`src/design/limit_monitor_defines.vh`:
```
// Function
// Watch two limit inputs, one per travel direction.
// A triggered active switch issues a quick stop request.
// A trigger raises a class 1 error, held until cleared.
// The error stays set until a fault reset command clears it.
// After a trigger only motion away from that switch is allowed.
// Motion commanded toward a triggered switch raises a new class 1 error.
// Quick stop deceleration kind comes from a separate reaction setting.
// Positive evaluation: 0 ignored, 1 normally closed, 2 normally open; reset 1.
// Negative evaluation uses the same encoding; reset 1.
// Evaluation writes accepted only while the power stage is disabled.
// New evaluation values act from the next power stage enable.
// Bypass: 0 none, 1 positive, 2 negative, 3 both; reset 0.
// Bypass changes act at once.
// A bypassed switch gives neither quick stop nor error.
// Controller must assign limit input functions to physical inputs first.
// Triggered: normally closed input low, or normally open input high.
// Evaluation above 2 or bypass above 3 is rejected; old value kept.
`ifndef LIMIT_MONITOR_DEFINES_VH
`define LIMIT_MONITOR_DEFINES_VH

// Register offsets
`define REG_NEG_EVAL      16'h061E
`define REG_POS_EVAL      16'h0620
`define REG_BYPASS        16'h064A
// Reset values
`define RST_NEG_EVAL      2'h1
`define RST_POS_EVAL      2'h1
`define RST_BYPASS        2'h0
// Evaluation encodings
`define EVAL_IGNORED      2'h0
`define EVAL_NC           2'h1
`define EVAL_NO           2'h2
`define EVAL_MAX          16'h0002
`define BYPASS_MAX        16'h0003
// Bypass bit positions
`define BYPASS_POS_BIT    0
`define BYPASS_NEG_BIT    1
// Error class reported
`define LIMIT_ERR_CLASS   4'h1

`endif

```
`src/design/hw_limit_switch_monitor.v`:
```
`timescale 1ns/1ps
`include "limit_monitor_defines.vh"
// Hardware limit switch supervision for one drive axis
module hw_limit_switch_monitor (
  // Clock and reset
  input  wire        core_clk,
  input  wire        resetn,
  // Limit switch pins, asynchronous
  input  wire        positive_travel_input,
  input  wire        negative_travel_input,
  // Parameter access
  input  wire        regWrEn,
  input  wire        regRdEn,
  input  wire [15:0] regAddr,
  input  wire [15:0] regWrData,
  output reg  [15:0] regRdData,
  output reg         regRdValid,
  output reg         regWrAck,
  output reg         regWrRejected,
  // Power stage and motion
  input  wire        powerStageEnabled,
  input  wire        moveCmdPos,
  input  wire        moveCmdNeg,
  input  wire        faultReset,
  input  wire [2:0]  quick_stop_reaction,
  // Reactions
  output reg         quickStopReq,
  output reg  [2:0]  quickStopKind,
  output wire        limitError,
  output wire [3:0]  limitErrorClass,
  output wire        posBlocked,
  output wire        negBlocked,
  output wire        allowPos,
  output wire        allowNeg
);

  reg [1:0]  posEvalStore_q;
  reg [1:0]  negEvalStore_q;
  reg [1:0]  bypass_q;
  reg [1:0]  posEvalLive_q;
  reg [1:0]  negEvalLive_q;
  reg        powerPrev_q;
  reg        error_q;
  reg        posBlocked_q;
  reg        negBlocked_q;
  reg  [1:0] arm_q;
  wire [1:0] pinSync;
  wire       posTrig;
  wire       negTrig;
  wire       errorEvent;
  wire       enableEdge;
  wire       decodeHit;
  wire       valueOk;

  // Triggered level from contact type and pin level
  function trig;
    input [1:0] eval;
    input       pin;
    begin
      case (eval)
        `EVAL_NC: trig = ~pin;
        `EVAL_NO: trig = pin;
        default:  trig = 1'b0;
      endcase
    end
  endfunction

  // Pins pass two flops before any decision
  limit_sync #(
    .WIDTH (2)
  ) u_sync (
    .core_clk (core_clk),
    .resetn   (resetn),
    .asyncIn  ({negative_travel_input, positive_travel_input}),
    .syncOut  (pinSync)
  );

  // Synchroniser resets low; mask triggers until real levels arrive
  always @(posedge core_clk or negedge resetn) begin
    if (!resetn) begin
      arm_q <= 2'h0;
    end else begin
      arm_q <= {arm_q[0], 1'b1};
    end
  end

  // Live evaluation and bypass gate each switch
  assign posTrig = trig(posEvalLive_q, pinSync[0]) & arm_q[1] &
                   ~bypass_q[`BYPASS_POS_BIT]; // see
  assign negTrig = trig(negEvalLive_q, pinSync[1]) & arm_q[1] &
                   ~bypass_q[`BYPASS_NEG_BIT]; // see

  // Forbidden motion counts only while the block stands
  assign errorEvent = posTrig | negTrig |
                      (moveCmdPos & posBlocked_q) |
                      (moveCmdNeg & negBlocked_q);
  assign enableEdge = powerStageEnabled & ~powerPrev_q;

  // Register decode and range check
  assign decodeHit = (regAddr == `REG_POS_EVAL) |
                     (regAddr == `REG_NEG_EVAL) |
                     (regAddr == `REG_BYPASS);
  assign valueOk = (regAddr == `REG_BYPASS) ?
                   (regWrData <= `BYPASS_MAX) :
                   ((regWrData <= `EVAL_MAX) &
                    ~powerStageEnabled); // see

  // Stored settings; bypass has no power stage lock
  always @(posedge core_clk or negedge resetn) begin
    if (!resetn) begin
      posEvalStore_q <= `RST_POS_EVAL;
      negEvalStore_q <= `RST_NEG_EVAL;
      bypass_q       <= `RST_BYPASS;
    end else if (regWrEn && decodeHit && valueOk) begin
      case (regAddr)
        `REG_POS_EVAL: posEvalStore_q <= regWrData[1:0];
        `REG_NEG_EVAL: negEvalStore_q <= regWrData[1:0];
        `REG_BYPASS:   bypass_q <= regWrData[1:0]; // see
        default:       bypass_q <= bypass_q;
      endcase
    end
  end

  // Evaluation copied in only at power stage enable
  always @(posedge core_clk or negedge resetn) begin
    if (!resetn) begin
      posEvalLive_q <= `RST_POS_EVAL;
      negEvalLive_q <= `RST_NEG_EVAL;
      powerPrev_q   <= 1'b0;
    end else begin
      powerPrev_q <= powerStageEnabled;
      if (enableEdge) begin
        posEvalLive_q <= posEvalStore_q;
        negEvalLive_q <= negEvalStore_q;
      end
    end
  end

  // Error and direction locks; a new event beats fault reset
  always @(posedge core_clk or negedge resetn) begin
    if (!resetn) begin
      error_q      <= 1'b0;
      posBlocked_q <= 1'b0;
      negBlocked_q <= 1'b0;
    end else begin
      if (errorEvent)
        error_q <= 1'b1;
      else if (faultReset)
        error_q <= 1'b0;
      if (posTrig)
        posBlocked_q <= 1'b1;
      else if (faultReset)
        posBlocked_q <= 1'b0;
      if (negTrig)
        negBlocked_q <= 1'b1;
      else if (faultReset)
        negBlocked_q <= 1'b0;
    end
  end

  // Quick stop follows any active trigger
  always @(posedge core_clk or negedge resetn) begin
    if (!resetn) begin
      quickStopReq  <= 1'b0;
      quickStopKind <= 3'h0;
    end else begin
      quickStopReq <= posTrig | negTrig |
                      (moveCmdPos & posBlocked_q) |
                      (moveCmdNeg & negBlocked_q);
      if (errorEvent)
        quickStopKind <= quick_stop_reaction;
    end
  end

  // Register answers, one cycle after the strobe
  always @(posedge core_clk or negedge resetn) begin
    if (!resetn) begin
      regRdData     <= 16'h0000;
      regRdValid    <= 1'b0;
      regWrAck      <= 1'b0;
      regWrRejected <= 1'b0;
    end else begin
      regRdValid    <= regRdEn;
      regWrAck      <= regWrEn;
      regWrRejected <= regWrEn & ~(decodeHit & valueOk);
      if (regRdEn) begin
        case (regAddr)
          `REG_POS_EVAL: regRdData <= {14'h0000, posEvalStore_q};
          `REG_NEG_EVAL: regRdData <= {14'h0000, negEvalStore_q};
          `REG_BYPASS:   regRdData <= {14'h0000, bypass_q};
          default:       regRdData <= 16'h0000;
        endcase
      end
    end
  end

  assign limitError      = error_q;
  assign limitErrorClass = error_q ? `LIMIT_ERR_CLASS : 4'h0;
  assign posBlocked      = posBlocked_q;
  assign negBlocked      = negBlocked_q;
  assign allowPos        = ~posBlocked_q;
  assign allowNeg        = ~negBlocked_q;

endmodule // hw_limit_switch_monitor

```
`src/design/limit_sync.v`:
```
`timescale 1ns/1ps
// Two-stage synchroniser for a group of pin levels
module limit_sync #(
  parameter WIDTH = 2
) (
  // Clock and reset
  input  wire             core_clk,
  input  wire             resetn,
  // Levels
  input  wire [WIDTH-1:0] asyncIn,
  output wire [WIDTH-1:0] syncOut
);

  reg [WIDTH-1:0] stage1_q;
  reg [WIDTH-1:0] stage2_q;

  // First stage feeds only the second
  always @(posedge core_clk or negedge resetn) begin
    if (!resetn) begin
      stage1_q <= {WIDTH{1'b0}};
      stage2_q <= {WIDTH{1'b0}};
    end else begin
      stage1_q <= asyncIn;
      stage2_q <= stage1_q;
    end
  end

  assign syncOut = stage2_q;

endmodule // limit_sync
```
`config.mk`:
```
export PLATFORM = sky130hd
export DESIGN_NAME = hw_limit_switch_monitor
export DESIGN_NICKNAME = d
export VERILOG_FILES = /design/src/design/hw_limit_switch_monitor.v /design/src/design/limit_sync.v
export VERILOG_INCLUDE_DIRS = /design/src /design/src/design
export SDC_FILE = /design/constraint.sdc
export NUM_CORES = 1
export LEC_CHECK = 0
export ABC_CLOCK_PERIOD_IN_PS = 1600
export BUFFER_PORTS_ARGS = -buffer_cell sky130_fd_sc_hd__buf_2
export CAP_MARGIN = 20
export CORE_MARGIN = 2
export CORE_UTILIZATION = 44
export CTS_CLUSTER_DIAMETER = 100
export DETAILED_ROUTE_END_ITERATION = 8
export PLACE_DENSITY = 0.79
export REMOVE_ABC_BUFFERS = 1
export SYNTH_ARGS = -nofsm -noshare
export SYNTH_HDL_FRONTEND = slang
export SYNTH_SLANG_ARGS = --single-unit
```
`constraint.sdc`:
```
create_clock -name core_clk -period 1.6 [get_ports core_clk]
set_input_delay 0.32 -clock core_clk [delete_from_list [all_inputs] [get_ports core_clk]]
set_output_delay 0.32 -clock core_clk [all_outputs]
set_load 0.05 [all_outputs]
```
# Word level (Yosys, flattened, before mapping)
# Index checks and enable logic that the tools add are counted.
# op_classes
n_shift	0
add_sub_neg	0
n_eq_ne	7
n_lt_le_gt_ge	2
muxes	9
n_reduce_logical	8
bitwise_logic	24
div_mod_pow	0
mul	0
# op_table
operator	n
$eq 16x11->1 const B	3
$le 16x2->1 const B	2
$and 1x1->1	10
$not 1->1	9
$mux 1	6
$pmux 2 s3	1
$reduce_and 2->1	3
$reduce_bool 2->1	3
$or 1x1->1	5
$eq 2x1->1 const B	2
$eq 2x2->1 const B	2
$pmux 1 s2	2
$logic_and 1x1->1	2
# totals
latchBits	0
register_bits	43
in_bits	45
ramBits	0
romBits	0
elab_cells	68
mem_count	0
output_inout_bits	32

# Longest topological paths before layout
# logic_depth
depth_word	8
ltp_mapped	5
depth_no_buf	5

# By module
# From an unflattened synthesis, not the netlist that was laid out.
# hier_totals
hier_cells	124
hier_area_um2	1378.8
# by_module_without_submodules
module	cells_each	seq_area_each_um2	area_per_inst_um2	n_inst
hw_limit_switch_monitor	120	630.6	1278.7	1
limit_sync	4	100.1	100.1	1

# Least setup slack after synthesis
# Ideal clock, no wire load.
# synth_timing
kind	input port to flip-flop
start	in regAddr[13]
end	reg negEvalStore_q[1]
t_required_ps	1472
arrival_ps	1634
setup_slack_ps	-162
path_buffers	0
setup_ps	128
stages	5
cell_sequence	or4_4 nor2_8 o2111ai_2 nor2_2 mux2_1
# synth_via
elab_chain_len	6
# synth_lines
item	line	text
from (decl)	hw_limit_switch_monitor.v:14	input wire [15:0] regAddr,
$eq 16x11->1, on equally long branches	n/a	
$or 1x1->1 (2 in a row)	hw_limit_switch_monitor.v:100	assign decodeHit = (regAddr == `REG_POS_EVAL) |
$logic_and 1x1->1 (2 in a row)	hw_limit_switch_monitor.v:114	end else if (regWrEn && decodeHit && valueOk) begin
$reduce_and 2->1 (no source line) *	n/a	
to (signal assigned)	hw_limit_switch_monitor.v:112	negEvalStore_q <= `RST_NEG_EVAL;
to (signal assigned)	hw_limit_switch_monitor.v:117	`REG_NEG_EVAL: negEvalStore_q <= regWrData[1:0];
to (decl)	hw_limit_switch_monitor.v:38	reg [1:0] negEvalStore_q;
# Mark *: on every way between the ends. The rest lies on a longest branch, timed or not.
# A chain may end at the register's enable or synchronous reset.

# Final worst setup path
# layout_timing
start	in regAddr[13]
end	reg posEvalStore_q[1]
# layout_via
elab_chain_len	6
# layout_lines
item	line	text
$eq 16x11->1, on equally long branches	n/a	
$or 1x1->1 (2 in a row)	hw_limit_switch_monitor.v:100	
$logic_and 1x1->1 (2 in a row)	hw_limit_switch_monitor.v:114	
$reduce_and 2->1 (no source line) *	n/a	
to (signal assigned)	hw_limit_switch_monitor.v:111	posEvalStore_q <= `RST_POS_EVAL;
to (signal assigned)	hw_limit_switch_monitor.v:116	`REG_POS_EVAL: posEvalStore_q <= regWrData[1:0];
to (decl)	hw_limit_switch_monitor.v:37	reg [1:0] posEvalStore_q;
# Marked as above.

==> summary.txt <==
Outcome
  – Status: completed

Power and ir drop
  – Power share of the combinational group: 0.195
  – Sw Pwr: about 0.00047 W
  – Power Dens Cells: roughly 820 nW/µm²
  – VDD IR max: between 0.3 and 0.4 mV
  – Internal power: about 0.001 W
  – Sequential share of power: 0.524
  – Switch share: 0.319
  – Clock power frac: 0.281
  – Static Leak: 0.944 nW

Die
  – Die Y: between 60 and 70 µm
  – Die W: between 60 and 70 µm
  – Total die area: about 3700 µm²
  – Cell Rows: 20
  – Core area: about 3000 µm²
  – Initial Utilization: 0.463
  – Io pins: slightly below 80

Yosys
  – Synth Warn #: 0
  – Synthesized flop and latch total: 29
  – Main combinational cell family by area after synthesis: simple AND/OR/NAND/NOR gates
  – EDFF count, synth: 0
  – Post-Synth Adder-Cell Area: 0
  – Top FF cell, synth: dfrtp_1
  – Proportion of synthesized area in mux cells: 0.109
  – Synthesized area: ~1400 µm²
  – XOR/XNOR Fraction of Synth Area: 0
  – Unique cell type count in the Yosys netlist: 39
  – Post-synthesis compound-gate area fraction: 0.0858
  – Mean Syn Cell Area: 12.1 µm²
  – Synth async-reset ratio: 1.00
  – Seq/Total Area, Yosys: 0.517
  – Mapped Cells: around 120
  – Post-Synth Simple-Gate Area: 0.172

Drt
  – DR pass1 iterations: 4
  – ANT nets after route: 0
  – Via/cell ratio: between 4 and 5
  – DRT Wirelength: around 2600 µm
  – Routed len/inst: around 11 µm
  – Residual DRC count: 0
  – DR vias: 1093
  – Starting DRT DRC Count: 26

Clock network
  – CTS tree: done
  – Worst skew pair latency: around 330 ps
  – CTS Buf Count: 5
  – Buffers from clock root to sink, at most: 2
  – CTS sink cnt: 29
  – Clk root buf: clkbuf_4
  – H-tree levels: 2
  – Clock Pin Slew Worst Setup and Hold Paths: roughly 90 ps

Worst setup path
  – R2R setup slack: approximately 160 ps
  – CP startpoint kind: primary input
  – Worst path top cell family by delay: simple AND/OR/NAND/NOR gates
  – Slowest CP cell: or4_4
  – Crit path buffers/inverters: 1
  – Reg2reg end: quickStopKind[1]$_DFFE_PN0P_
  – Kind of end point of the critical path: flip-flop
  – CP required: 1820 ps
  – Max incr delay on CP: approximately 560 ps
  – Max FO, Critical Path: 3
  – CP Class: in2reg
  – CP cell instances: buf_2 > or4_4 > nor2_8 > o2111ai_2 > nor2_2 > mux2_1
  – WP data arrival: ~1800 ps
  – Beginning of the worst register-to-register path: posEvalLive_q[0]$_DFFE_PN1P_
  – Reg2Reg Depth: 5

Layout
  – Final Non-Filler Cells: 231
  – Layout area overhead: 27.1%
  – Layout cells sized above 1: 0.492
  – # nets final: between 200 and 250
  – Ant diodes: 0

STA
  – Measured slew at the worst slew-check pin: 609 ps
  – Final Critical Period: 1540 ps
  – Max-slew headroom: 0.594
  – Clock Skew: ~6.5 ps
  – Final hold slack: between 90 and 100 ps
  – Unrepaired setup endpoints after global routing: false
  – Final setup fails: 0
  – Final Max Slew Viols: 0
  – Achievable Freq: 649 MHz
  – Final Hold Fails: 0
  – Final setup margin: around 59 ps
  – Final Cycle Share: 0.963

Flow run
  – Max cap viols: 0

Global route
  – First-pass GRT wire length: between 4000 and 5000 µm
  – Largest net degree at the start of global routing: 30
  – Antenna violations before repair: 0
  – Total track usage: 0.162
  – Vias in the first global route: roughly 1000
  – Congestion Overflow GR: 0

Hold path
  – Type of the most critical hold path: in2reg
  – HP Start: positive_travel_input
  – Worst hold path depth: 1
  – End of the worst hold path: u_sync.stage1_q[0]$_DFF_PN0_

Placement
  – Placer Congestion: just under 0.9
  – DP Cell Count: about 220
  – Port Buffers: between 50 and 60
  – Pre-CTS setup slack: -315 ps
  – HPWL after DPL: about 2100 µm
## Yosys cell counts, types with 2 or more instances
cell / count / area, µm²
o21ai_0: 3 / 15.0
inv_1: 6 / 22.5
nand2b_1: 4 / 25.0
nor2_2: 2 / 12.5
nor4_1: 3 / 18.8
nand3b_1: 3 / 22.5
and4_1: 2 / 17.5
nor2_1: 5 / 18.8
mux2_2: 4 / 45.0
a32oi_1: 2 / 17.5
buf_4: 18 / 135
dfstp_2: 4 / 105
a211oi_1: 2 / 15.0
mux2_1: 7 / 78.8
a31oi_1: 2 / 12.5
conb_1: 2 / 7.51
dfrtp_1: 25 / 626
mux2_4: 2 / 30.0
## flip-flops by register name, summed over array words and instances (netlist names)
signal	flops
quickStopReq	1
posEvalLive_q	2
u_sync.syncOut	2
regRdData	2
posBlocked	1
u_sync.stage1_q	2
regWrAck	1
regRdValid	1
negEvalLive_q	2
limitError	1
powerPrev_q	1
negBlocked	1
quickStopKind	3
regWrRejected	1
negEvalStore_q	2
arm_q	2
bypass_q	2
posEvalStore_q	2
## cell type report
type,instances,area (µm²)
Fill cell,272,1260
Inverter,6,22.5
Clock buffer,6,41.3
Timing Repair Buffer,64,335
Multi-Input combinational cell,80,602
Sequential cell,29,731
Clock inverter,2,10.0
Tap cell,44,55.1
## per-layer routing
| metal | global-route usage | vias to the layer above | routed length [µm] |
|---|---|---|---|
| met4 | 0.0652 | 0 | 19 |
| met1 | 0.165 | 504 | 998 |
| met5 | 0 | - | 0 |
| li1 | - | 517 | - |
| met2 | 0.295 | 68 | 1350 |
| met3 | 0.0640 | 4 | 253 |
## placed cells by master, fill, tap and decap left out, types with 2 or more instances in the layout
master    count
dfstp_2       4
a32oi_1       2
a211oi_2      2
nor2_1        5
buf_4         4
buf_2        59
nand3b_1      3
dfrtp_1      25
mux2_4        2
and4_1        2
mux2_2        4
o21ai_0       3
conb_1       18
nor4_1        3
mux2_1        7
nand2b_1      4
clkbuf_4      5
clkinv_2      2
inv_1         6
a31oi_1       2
nor2_2        2
## worst max-delay path by stage
stage,to,from,cells after the start
after floorplan,negEvalStore_q[1]$_DFFE_PN0P_,regAddr[13],5
after CTS,posEvalStore_q[1]$_DFFE_PN0P_,regAddr[5],6
after global placement,negEvalStore_q[1]$_DFFE_PN0P_,regAddr[13],6
after global routing,posEvalStore_q[1]$_DFFE_PN0P_,regAddr[13],6
after detailed placement,posEvalStore_q[1]$_DFFE_PN0P_,regAddr[5],6
final,posEvalStore_q[1]$_DFFE_PN0P_,regAddr[13],6
## cell families (layout without fill, tap and decap cells)
kind of cell | count (synthesis) | in the layout
other cells | 2 | 18
flops | 29 | 29
simple gates | 32 | 32
buf+inv | 24 | 78
mux | 13 | 13
compound gates | 17 | 17
## power by group through the flow
stage               clock network, W  registers (W)  logic (W)
global placement                   0       0.000783   0.000278
floorplan                          0       0.000851   0.000117
global route                0.000465       0.000773   0.000309
finish                      0.000412       0.000770   0.000286
CTS                         0.000431       0.000771   0.000286
detailed placement                 0       0.000785   0.000284
## stage by stage
stage / area (µm²) / TNS, ps / utilization / power (W)
detailed placement: 1720 / -2040 / 0.563 / 0.00107
finish: 1800 / 0 / 0.589 / 0.00147
CTS: 1780 / 0 / 0.583 / 0.00149
floorplan: 1340 / -763 / - / 0.000968
global placement: 1720 / -1760 / 0.563 / 0.00106
global route: 1800 / 0 / 0.589 / 0.00155
## repair_timing
action	4_1_cts	5_1_grt
hold buffers	1	0
endpoints found under the setup margin	0	7
buffers inserted	0	0
resized for setup	0	4
hold endpoints to repair	20	0
Power figures use the tool's default switching activity.
